### src/rtl/fbhc_pkg.sv
/*
  Constants shared by the flash host controller: pin timing figures, derived
  cycle counts, sector map boundaries and the controller state encoding.
  Assumes a 50 MHz core clock and an asynchronous parallel flash on the pins.
*/
package fbhc_pkg;

  // Clock period in picoseconds.
  localparam int CLK_PERIOD_PS = 20000;

  // Pin timing figures in nanoseconds; device speed grades may differ.
  localparam int RESET_PULSE_MIN_TIME_NS     = 500;
  localparam int RESET_HIGH_TO_READ_TIME_NS  = 50;
  localparam int ADDRESS_TO_OUTPUT_TIME_NS   = 90;
  localparam int SELECT_TO_OUTPUT_TIME_NS    = 90;
  localparam int READY_EMBEDDED_TIME_NS      = 20000;
  localparam int WRITE_PULSE_TIME_NS         = 35;
  localparam int SLEEP_EXTRA_TIME_NS         = 30;

  // Least times round up to whole cycles.
  function automatic int ns_to_cycles_up(input int ns);
    int c;
    c = (ns * 1000 + CLK_PERIOD_PS - 1) / CLK_PERIOD_PS;
    return (c < 1) ? 1 : c;
  endfunction

  localparam int RESET_PULSE_CYCLES    = ns_to_cycles_up(RESET_PULSE_MIN_TIME_NS);
  localparam int RESET_TO_READ_CYCLES  = ns_to_cycles_up(RESET_HIGH_TO_READ_TIME_NS);
  localparam int ADDR_ACCESS_CYCLES    = ns_to_cycles_up(ADDRESS_TO_OUTPUT_TIME_NS);
  localparam int SELECT_ACCESS_CYCLES  = ns_to_cycles_up(SELECT_TO_OUTPUT_TIME_NS);
  localparam int READY_WAIT_CYCLES     = ns_to_cycles_up(READY_EMBEDDED_TIME_NS);
  localparam int WRITE_PULSE_CYCLES    = ns_to_cycles_up(WRITE_PULSE_TIME_NS);
  localparam int SLEEP_AFTER_CYCLES    =
    ns_to_cycles_up(ADDRESS_TO_OUTPUT_TIME_NS + SLEEP_EXTRA_TIME_NS);

  localparam int TIMER_W = 16;

  // Sector map of the top-boot part.
  localparam logic [4:0] TOP_GROUP       = 5'h1F;
  localparam logic [5:0] SECT_HALF_TOP   = 6'h1F;
  localparam logic [5:0] SECT_SMALL_A    = 6'h20;
  localparam logic [5:0] SECT_SMALL_B    = 6'h21;
  localparam logic [5:0] SECT_BOOT       = 6'h22;
  localparam logic [2:0] SMALL_A_CODE    = 3'h4;
  localparam logic [2:0] SMALL_B_CODE    = 3'h5;

  // Controller states, Gray coded along reset-recov-idle-read path.
  typedef enum logic [2:0] {
    FBHC_RESET = 3'h0,
    FBHC_RECOV = 3'h1,
    FBHC_IDLE  = 3'h3,
    FBHC_READ  = 3'h2,
    FBHC_WRITE = 3'h6,
    FBHC_DONE  = 3'h7
  } fbhc_state_e;

endpackage

### src/rtl/fbhc_sector_decode.sv
/*
  Top-boot sector index decoder: turns a word address into a six-bit index.
  Assumes the word address bits A19..A12 sit at the top of the input.
*/
`timescale 1ns/1ps
module fbhc_sector_decode
  import fbhc_pkg::*;
(
  input  wire logic [19:0] wordAddr,   // Word address A19..A0.
  output logic      [5:0]  sectorIdx   // Sector index 0 to 34.
);
  import fbhc_pkg::*;

  // Large sectors use A19..A15 directly; the top group splits into four.
  always_comb begin
    if (wordAddr[19:15] != TOP_GROUP) begin
      sectorIdx = {1'b0, wordAddr[19:15]};
    end else if (!wordAddr[14]) begin
      sectorIdx = SECT_HALF_TOP;
    end else if (wordAddr[14:12] == SMALL_A_CODE) begin
      sectorIdx = SECT_SMALL_A;
    end else if (wordAddr[14:12] == SMALL_B_CODE) begin
      sectorIdx = SECT_SMALL_B;
    end else begin
      sectorIdx = SECT_BOOT;
    end
  end

endmodule

### src/rtl/fbhc_host.sv
/*
  Host-side controller for an asynchronous parallel boot-sector flash.
  Drives select, output enable, write enable, reset and the data pins, times
  every access in core clock cycles, and reports the sector of each address.
  Assumes pins are sampled synchronously and the flash is a top-boot part.
*/
// Function
// Poll status with ordinary read cycles.
// Device floats data in standby.
// Standby when select and reset high idle.
// Wait select access time before sampling.
// Device finishes operation when deselected.
// Device sleeps after stable address.
// Sleep keeps data; new address normal timing.
// Reset pulse aborts, floats, ignores accesses.
// Reset returns device to array read.
// Host reissues operations interrupted by reset.
// Busy held low during embedded reset.
// Non-embedded reset finishes faster.
// Wait reset-to-read delay after reset.
// Output enable high floats outputs.
// Top-boot sector map decode.
// Width pin selects word or byte.
// Array read after reset, no command.
// Six-bit sector index from address.
`timescale 1ns/1ps
module fbhc_host
  import fbhc_pkg::*;
#(
  parameter int RESET_CYCLES = RESET_PULSE_CYCLES,   // Reset pulse length.
  parameter int READY_CYCLES = READY_WAIT_CYCLES     // Longest busy wait.
)(
  input  wire logic                core_clk,       // Core clock, 50 MHz.
  input  wire logic                rstn,           // Asynchronous reset, low.
  input  wire logic                reqValid,       // Request strobe.
  input  wire logic                reqWrite,       // 1 write, 0 read.
  input  wire logic [20:0]         reqAddr,        // Byte address A19..A-1.
  input  wire logic [15:0]         reqWdata,       // Write data.
  input  wire logic                wordMode,       // 1 word, 0 byte.
  input  wire logic                resetReq,       // Start hardware reset.
  output logic                     reqReady_ff,    // Idle, request accepted.
  output logic                     rspValid_ff,    // Read or write done pulse.
  output logic [15:0]              rspData_ff,     // Read data.
  output logic [5:0]               rspSector_ff,   // Sector of last access.
  output logic                     resetAbort_ff,  // Reset cut a busy op.
  output logic                     chipSel_n_ff,   // Chip select, low.
  output logic                     outEn_n_ff,     // Output enable, low.
  output logic                     wrEn_n_ff,      // Write enable, low.
  output logic                     devReset_n_ff,  // Device reset, low.
  output logic                     width_ff,       // Width select pin.
  output logic [19:0]              addrPins_ff,    // Address A19..A0.
  output logic [15:0]              dataOut_ff,     // Data pin output.
  output logic                     dataOe_ff,      // Data pin enable.
  input  wire logic [15:0]         dataIn,         // Data pin input.
  input  wire logic                ready_busy_n    // Device ready, busy low.
);
  import fbhc_pkg::*;

  initial begin
    if (RESET_CYCLES < 1 || RESET_CYCLES >= (1 << TIMER_W) ||
        READY_CYCLES < 1 || READY_CYCLES >= (1 << TIMER_W) ||
        READY_CYCLES <= RESET_TO_READ_CYCLES) begin
      $error("fbhc_host: cycle counts out of range");
    end
  end

  localparam logic [TIMER_W-1:0] T_RESET = TIMER_W'(RESET_CYCLES);
  localparam logic [TIMER_W-1:0] T_READY = TIMER_W'(READY_CYCLES);
  localparam logic [TIMER_W-1:0] T_RTR   = TIMER_W'(RESET_TO_READ_CYCLES);
  localparam logic [TIMER_W-1:0] T_SEL   = TIMER_W'(SELECT_ACCESS_CYCLES);
  localparam logic [TIMER_W-1:0] T_WR    = TIMER_W'(WRITE_PULSE_CYCLES);
  localparam logic [TIMER_W-1:0] T_ZERO  = '0;
  localparam logic [TIMER_W-1:0] T_ONE   = TIMER_W'(1);

  fbhc_state_e            state_ff;
  fbhc_state_e            nxt_state;
  logic [TIMER_W-1:0]     timer_ff;
  logic [TIMER_W-1:0]     nxt_timer;
  logic                   opWrite_ff;
  logic [5:0]             sectorIdx;
  logic [19:0]            nxtAddr;
  logic                   timerDone;

  assign timerDone = (timer_ff == T_ZERO);

  // In byte mode A-1 leaves on data pin 15 when writing, so the address pins take A19..A0.
  assign nxtAddr = reqAddr[20:1];

  fbhc_sector_decode u_decode (
    .wordAddr  (nxtAddr),
    .sectorIdx (sectorIdx)
  );

  ////////////////////////////////////////////////////////////////////////////
  // Sequencing. Reset waits for busy to rise, bounded so a stuck pin cannot
  // hang the controller forever.
  always_comb begin
    nxt_state = state_ff;
    nxt_timer = timerDone ? T_ZERO : timer_ff - T_ONE;
    case (state_ff)
      FBHC_RESET: begin
        if (timerDone) begin
          nxt_state = FBHC_RECOV;
          nxt_timer = T_READY;
        end
      end
      FBHC_RECOV: begin
        if (ready_busy_n && timer_ff <= T_READY - T_RTR) begin
          nxt_state = FBHC_IDLE;
        end else if (timerDone) begin
          nxt_state = FBHC_IDLE;
        end
      end
      FBHC_IDLE: begin
        if (resetReq) begin
          nxt_state = FBHC_RESET;
          nxt_timer = T_RESET;
        end else if (reqValid) begin
          nxt_state = reqWrite ? FBHC_WRITE : FBHC_READ;
          nxt_timer = reqWrite ? T_WR : T_SEL;
        end
      end
      FBHC_READ, FBHC_WRITE: begin
        if (timerDone) begin
          nxt_state = FBHC_DONE;
        end
      end
      FBHC_DONE: nxt_state = FBHC_IDLE;
      default:   nxt_state = FBHC_IDLE;
    endcase
  end

  // State and timer registers.
  always_ff @(posedge core_clk or negedge rstn) begin
    if (!rstn) begin
      state_ff <= FBHC_RESET;
      timer_ff <= T_RESET;
    end else begin
      state_ff <= nxt_state;
      timer_ff <= nxt_timer;
    end
  end

  ////////////////////////////////////////////////////////////////////////////
  // Device pin drive. Select and reset rest high in idle so the device can
  // drop to standby; the device keeps running a busy operation anyway.
  always_ff @(posedge core_clk or negedge rstn) begin
    if (!rstn) begin
      chipSel_n_ff  <= 1'b1;
      outEn_n_ff    <= 1'b1;
      wrEn_n_ff     <= 1'b1;
      devReset_n_ff <= 1'b0;
      dataOe_ff     <= 1'b0;
    end else begin
      devReset_n_ff <= (nxt_state != FBHC_RESET);
      chipSel_n_ff  <= !(nxt_state == FBHC_READ || nxt_state == FBHC_WRITE);
      outEn_n_ff    <= (nxt_state != FBHC_READ);
      wrEn_n_ff     <= !(nxt_state == FBHC_WRITE && !nxt_timer[TIMER_W-1] &&
                         state_ff == FBHC_IDLE) && !(state_ff == FBHC_WRITE && !timerDone);
      dataOe_ff     <= (nxt_state == FBHC_WRITE);
    end
  end

  // Address, width and write data latch on acceptance; held afterwards,
  // which also keeps the device's sleeping output stable.
  always_ff @(posedge core_clk or negedge rstn) begin
    if (!rstn) begin
      addrPins_ff  <= '0;
      dataOut_ff   <= '0;
      width_ff     <= 1'b1;
      opWrite_ff   <= 1'b0;
      rspSector_ff <= '0;
    end else if (state_ff == FBHC_IDLE && reqValid && !resetReq) begin
      addrPins_ff  <= nxtAddr;
      width_ff     <= wordMode;
      dataOut_ff   <= wordMode ? reqWdata : {reqAddr[0], 7'h00, reqWdata[7:0]};
      opWrite_ff   <= reqWrite;
      rspSector_ff <= sectorIdx;
    end
  end

  ////////////////////////////////////////////////////////////////////////////
  // Answers. Read data is sampled only once the select access time is spent;
  // status polling during a busy operation uses the same path.
  always_ff @(posedge core_clk or negedge rstn) begin
    if (!rstn) begin
      rspValid_ff <= 1'b0;
      rspData_ff  <= '0;
      reqReady_ff <= 1'b0;
    end else begin
      rspValid_ff <= (nxt_state == FBHC_DONE);
      reqReady_ff <= (nxt_state == FBHC_IDLE);
      if (state_ff == FBHC_READ && timerDone && !opWrite_ff) begin
        rspData_ff <= width_ff ? dataIn : {8'h00, dataIn[7:0]};
      end
    end
  end

  // Flags a reset that cut a busy operation so software can reissue it.
  always_ff @(posedge core_clk or negedge rstn) begin
    if (!rstn) begin
      resetAbort_ff <= 1'b0;
    end else if (state_ff == FBHC_IDLE && resetReq) begin
      resetAbort_ff <= !ready_busy_n;
    end else if (state_ff == FBHC_IDLE && reqValid) begin
      resetAbort_ff <= 1'b0;
    end
  end
endmodule

### config.mk
export PLATFORM = sky130hd
export DESIGN_NAME = fbhc_host
export DESIGN_NICKNAME = d
export VERILOG_FILES = /design/src/rtl/fbhc_pkg.sv /design/src/rtl/fbhc_sector_decode.sv /design/src/rtl/fbhc_host.sv
export SDC_FILE = /design/constraint.sdc
export NUM_CORES = 1
export LEC_CHECK = 0
export ABC_CLOCK_PERIOD_IN_PS = 2190
export BUFFER_PORTS_ARGS = -buffer_cell sky130_fd_sc_hd__buf_2
export CAP_MARGIN = 20
export CORE_MARGIN = 4
export CORE_UTILIZATION = 35
export CTS_CLUSTER_DIAMETER = 120
export CTS_CLUSTER_SIZE = 10
export DETAILED_ROUTE_END_ITERATION = 16
export PLACE_DENSITY = 0.66
export SKIP_CTS_REPAIR_TIMING = 1
export SYNTH_ARGS = -nofsm -noshare
export SYNTH_HDL_FRONTEND = slang
export SYNTH_SLANG_ARGS = --single-unit
### constraint.sdc
create_clock -name core_clk -period 2.19 [get_ports core_clk]
set_input_delay 0.219 -clock core_clk [delete_from_list [all_inputs] [get_ports core_clk]]
set_output_delay 0.219 -clock core_clk [all_outputs]
set_load 0.02 [all_outputs]
==> results of run 1 <==
[per-layer routing]
metal	vias to the layer above	track usage [%]	share of wire (%)	wire length, um
met5	-	0	0	0
met2	111	24.3	47	4370
met4	0	3.57	1.5	138
li1	1538	-	-	-
met3	15	5.51	6.8	626
met1	1498	19.1	44	4070
[power groups by stage]
stage               Combinational (mW)  Clock, mW  Sequential, mW
floorplan                        0.664          0            2.37
global placement                  1.34          0            2.23
detailed placement                1.36          0            2.25
CTS                               1.37       1.11            2.22
global route                      1.59       1.18            2.28
finish                            1.44       1.07            2.23
[critical path, cell delays in order, from the launching register on]
cell	delay [ps]
dfrtp_1	410
inv_2	70
ha_2	170
nor4b_4	210
nand4_1	160
or4_4	590
buf_12	160
mux2_4	290
[stage by stage]
step | setup WS (ps) | utilization, % | hold slack, ps
2_1_floorplan | 23.7 | - | -76.6
3_3_place_gp | 62.8 | 44.8 | 231
3_5_place_dp | -19.7 | 44.8 | 234
4_1_cts | -17.1 | 46.5 | -158
5_1_grt | -49.3 | 47.5 | 38.5
6_report | 13.6 | 47.5 | 55.6
[final cells by class]
class                   instances  share of cell area (%)
flip-flops and latches         87                    44.4
multi-input cells             260                    29.4
repair buffers                152                    18.1
clock buffers                  11                    2.67
well taps                     136                    3.45
inverters                      14                    1.07
clock inverters                 4                   0.965
[path summary, 6_finish.rpt]
path | slack, ps | startpoint | end | depth (start not counted)
setup / recovery | 10 | timer_ff[1]$_DFF_PN0_ | rspData_ff[6]$_DFFE_PN0P_ | 7
hold / removal | 60 | reqAddr[8] | addrPins_ff[7]$_DFFE_PN0P_ | 3
setup reg to reg | 10 | timer_ff[1]$_DFF_PN0_ | rspData_ff[6]$_DFFE_PN0P_ | 7
hold reg to reg | 470 | dataOut_ff[14]$_DFFE_PN0P_ | dataOut_ff[14]$_DFFE_PN0P_ | 2
max in group asynchronous | 1160 | rstn | width_ff$_DFFE_PN1P_ | 3
min in group asynchronous | 380 | rstn | devReset_n_ff$_DFF_PN0_ | 2
[cell usage in the layout, fill, tap and decap left out, types with 3 or more instances in the layout]
cell      instances
xor2_1            9
mux2i_1           9
clkbuf_8          9
o21ai_0          18
nor2_1           15
and2_1            4
buf_12            3
nor3_1            4
inv_1            12
dfrtp_1          80
buf_2           125
buf_4            21
nand2_1         124
nand3_1          15
nand4b_1          3
a21oi_1           9
dfstp_2           7
nand4_1           4
mux2_2            6
[cell families after synthesis]
kind of cell	after synthesis
compound gates	42
xor+xnor	11
fa+ha+maj	3
buf+inv	29
flops	87
mux	17
simple gates	187
[state kept, by name, indices dropped and copies added (netlist names)]
| register | count |
|---|---|
| timer_ff | 16 |
| addrPins_ff | 20 |
| resetAbort_ff | 1 |
| rspSector_ff | 6 |
| opWrite_ff | 1 |
| rspValid_ff | 1 |
| outEn_n_ff | 1 |
| width_ff | 1 |
| wrEn_n_ff | 1 |
| dataOut_ff | 16 |
| chipSel_n_ff | 1 |
| rspData_ff | 16 |
| dataOe_ff | 1 |
| reqReady_ff | 1 |
| state_ff | 3 |
| devReset_n_ff | 1 |
==> results_dict.tcl, run 1 <==
set metrics [dict create \
    synthFlopType "dfrtp_1" \
    criticalPathCategory "reg -> reg" \
    grt_antenna_before_repair 0 \
    finalWirelength_um 9210 \
    ioPinCount 127 \
    hold_viol 0 \
    synthesis.area_um2 3730 \
    cp.required_ps 2420 \
    diodes 0 \
    place.port_buffers 126 \
    post-route-min-period_ps 2180 \
    routedWlPerCell_um 13.9 \
    synthCells 376 \
    stdcell_area_um2 4930 \
    tightest_slew_ps 511 \
    cts_tree "done" \
    start_util_pct 36.0 \
    synth_nets 439 \
    vias 3162 \
    synth_common_cells "124 x nand2_1, 80 x dfrtp_1, 18 x o21ai_0" \
    area_delta_synth_final_pct 32.1 \
    grtUsageTotal_pct 15.0 \
    path_max_fanout 6 \
    setup-tns-final_ps 0 \
    slew_viol_final 0 \
    placed_area_um2 4640 \
    clk-insertion-delay-late_ps 350 \
    ys_seq_area_share_pct 58.6 \
    synth_top_family_by_area "simple AND/OR/NAND/NOR gates" \
    die_h_um 111 \
    numCtsBuffers 9 \
    synth_cell_type_count 47 \
    p_comb_share_pct 30.3 \
    relSlewSlack_pct 66.0 \
    synth-edff-count 0 \
    drc_errors 0 \
    yosys-top-cells-area "dfrtp_1 54%, nand2_1 12%, dfstp_2 4.9%" \
    drive_gt1_share_pct 36.6 \
    p_leak_nw 2.66 \
    seqCellArea_um2 2190 \
    ys_warn_count 0 \
    synth-simple-area-share_pct 22.7 \
    synth_largest_area_cell "dfrtp_1" \
    die-width_um 111 \
    status "completed" \
    fin_skew_ps 15.6 \
    synthAdderAreaFrac_pct 1.01 \
    fill_cells 1005 \
    post-route-period-util_pct 99.4 \
    fin_nets 587 \
    peakVddDrop_mv 0.434 \
    critPathCaptureType "register" \
    finalSetupViolations 0 \
    total_power_mw 4.74 \
    synth_most_common_cell "nand2_1" \
    switching_share_pct 34.8 \
    htreeDepth 3 \
    synth_top_area_share_pct 53.7 \
    root_buffer "clkbuf_8" \
    start_kind "register" \
    seq_power_share_pct 47.1 \
    worstPathArrival_ps 2410 \
    grt_pass1_vias 3198 \
    dpl.cell_count 643 \
    cts_buffer_depth 2 \
    p_clk_share_pct 22.5 \
    power.density_nw_per_um2 962 \
    power.switching_mw 1.65 \
    synth-seq-cells 87 \
    max_cap_violations 0 \
    synthXorXnorAreaFrac_pct 2.58 \
    synth_compound_area_share_pct 6.84 \
    synth-async-reset-ratio_pct 100 \
    numClockSinks 87 \
    dr.pass1.iters 4 \
    fmax_mhz 459 \
    clk_pin_slew_ps 90 \
    gr-total-overflow 0 \
    final_antenna_net_count 0 \
    p_int_mw 3.09 \
    post-dp-hpwl_um 6620 \
    dieArea_um2 12400 \
    grt_max_degree 41 \
    routed_via_density 4.76 \
    first_iter_violations 135 \
    min_path_type "in -> reg" \
    num_rows 37 \
    multi_input_area_um2 1450 \
    fp.coreArea_um2 10400 \
    gp_congestion 0.865 \
    stdcell_count 664 \
    synth_mux_area_share_pct 5.03 \
    grt_pass1_wl_um 15400 \
    syn_avg_cell_area_um2 9.92 \
]
No activity file was read; power rests on OpenSTA's default activity.
==> run 2: changes to the inputs <==
--- a/config.mk
+++ b/config.mk
@@ -13,6 +13,7 @@
 export CTS_CLUSTER_DIAMETER = 120
 export CTS_CLUSTER_SIZE = 10
 export DETAILED_ROUTE_END_ITERATION = 16
+export GPL_TIMING_DRIVEN = 0
 export PLACE_DENSITY = 0.66
 export SKIP_CTS_REPAIR_TIMING = 1
 export SYNTH_ARGS = -nofsm -noshare
==> run 2 against run 1 <==
The run now ends with setup timing left. Setup slack lost 35 ps. Largest cell class unchanged. Via count shrank 1.0%. Critical path type unchanged. Cell area grew 0.53%. Hold slack lost 0.77 ps. Critical endpoint is now rspData_ff[7]$_DFFE_PN0P_. Clock power shrank 7%. Combinational power shrank 4%. Sequential cell count is the same. Utilization grew 0.25 points. Die area is the same. Sequential power grew 2%. Highest routed layer unchanged. Clock skew shrank 5.6 ps. Sequential share of layout area shrank 0.21 points.
==> results_dict.tcl, run 2 (synthesis results as in run 1) <==
set metrics [dict create \
    status "complete, but fails checks" \
    violations "setup timing" \
    first_iter_violations 109 \
    start_kind "register" \
    grt_antenna_before_repair 0 \
    numCtsBuffers 9 \
    cp.required_ps 2430 \
    dieArea_um2 12400 \
    crit_start "timer_ff[1]$_DFF_PN0_" \
    cts_tree "done" \
    gr-total-overflow 0 \
    area_delta_synth_final_pct 32.8 \
    total_power_mw 4.65 \
    final_antenna_net_count 0 \
    dr.pass1.iters 4 \
    post-route-min-period_ps 2210 \
    min_path_type "in -> reg" \
    place.port_buffers 125 \
    numClockSinks 87 \
    post-route-period-util_pct 101 \
    finalSetupViolations 3 \
    finalWirelength_um 9210 \
    criticalPathCategory "reg -> reg" \
    timing.rr.end "rspData_ff[7]$_DFFE_PN0P_" \
    relSlewSlack_pct 48.0 \
    grt_setup_unrepaired "yes" \
    grtUsageTotal_pct 15.0 \
    placed_area_um2 4560 \
    post-dp-hpwl_um 6720 \
    grt_max_degree 46 \
    power.density_nw_per_um2 938 \
    htreeDepth 3 \
    r2r-start "timer_ff[1]$_DFF_PN0_" \
    final.setup.worst_slack_ps -21.3 \
    reg2reg_depth 8 \
    drc_errors 0 \
    worstPathArrival_ps 2450 \
    largest_reg_flops 20 \
    final_common_cell "buf_2" \
    r2r_slack_ps -20 \
    final_cell_mix "125 x buf_2, 124 x nand2_1, 79 x dfrtp_1, 18 x o21ai_0" \
    tightest_slew_ps 774 \
    routed_via_density 4.68 \
    p_leak_nw 2.64 \
    fmax_mhz 452 \
    clk_pin_slew_ps 90 \
    hold_ws_ps 54.8 \
    start_util_pct 36.0 \
    die_h_um 111 \
    grt_pass1_vias 3079 \
    fin_nets 590 \
    peakVddDrop_mv 0.441 \
    critPathCaptureType "register" \
    cts_buffer_depth 2 \
    grt_pass1_wl_um 15500 \
    fp.coreArea_um2 10400 \
    ioPinCount 127 \
    vias 3129 \
    max_cap_violations 0 \
    drive_gt1_share_pct 35.7 \
    gp_congestion 0.803 \
    diodes 0 \
    die-width_um 111 \
    path_max_fanout 9 \
    num_rows 37 \
    fill_cells 1027 \
    root_buffer "clkbuf_8" \
    stdcell_area_um2 4950 \
    fin_skew_ps 10.0 \
    top_register "addrPins_ff" \
    routedWlPerCell_um 13.8 \
    setup.worst_path.end "rspData_ff[7]$_DFFE_PN0P_" \
    slew_viol_final 0 \
    hold_viol 0 \
    clk-insertion-delay-late_ps 350 \
]
-- run 2: cell types whose count changed in the layout (fill, tap and decap cells not counted), sizes merged --
cell / previous run / this run
bufinv: 1 / 0
clkinvlp: 1 / 3
buf: 150 / 144
inv: 14 / 15
clkbuf: 12 / 20
-- run 2: power breakdown --
part           switching, mW  total (mW)  leakage [nW]  internal (mW)
clock                  0.583       0.999        0.0789          0.417
combinational          0.782        1.38          1.43          0.595
sequential             0.341        2.27          1.13           1.93
-- run 2: critical path: stages (launching register included) --
cell     delay [ps]
dfrtp_1         390
inv_2            90
ha_4            130
nor4b_4         240
nand4_1         150
or4_1           540
buf_6           150
buf_12          140
mux2_4          290
-- run 2: metal layers --
metal  track usage, %  share of wire [%]  vias up
met1             20.8                 45     1459
met3             3.82                6.8       14
met5                0                  0        -
li1                 -                  -     1546
met4             5.84                1.8        0
met2             22.6                 46      110
-- run 2: worst min path at each step --
stage                 from                           to  slack [ps]  cells after the start
2_1_floorplan         rstn   addrPins_ff[0]$_DFFE_PN0P_         -80                      0
4_1_cts               rstn      devReset_n_ff$_DFF_PN0_        -130                      1
5_1_grt         reqAddr[3]   addrPins_ff[2]$_DFFE_PN0P_          40                      3
3_3_place_gp    reqAddr[1]   addrPins_ff[0]$_DFFE_PN0P_         410                      3
3_5_place_dp          rstn      devReset_n_ff$_DFF_PN0_         250                      1
6_report       reqAddr[12]  addrPins_ff[11]$_DFFE_PN0P_          50                      3
-- run 2: final cells by class --
type | instances | area (um^2) | share of cell area [%]
buffer | 14 | 80.1 | 1.62
clock buffer | 10 | 128 | 2.58
clock inverter | 6 | 45.0 | 0.910
inverter | 14 | 55.1 | 1.11
multi-input combinational | 260 | 1490 | 30.1
sequential | 87 | 2190 | 44.2
tap | 136 | 170 | 3.44
timing repair buffer | 141 | 797 | 16.1
-- run 2: stage by stage --
step | worst slack, ps | TNS [ps] | cells | utilization, %
floorplan | 23.7 | 0 | 376 | -
global placement | -204 | -3460 | 637 | 43.6
detailed placement | -217 | -4750 | 638 | 43.9
CTS | -242 | -6540 | 654 | 45.6
global route | -133 | -1390 | 668 | 47.8
finish | -21.3 | -53.2 | 668 | 47.8
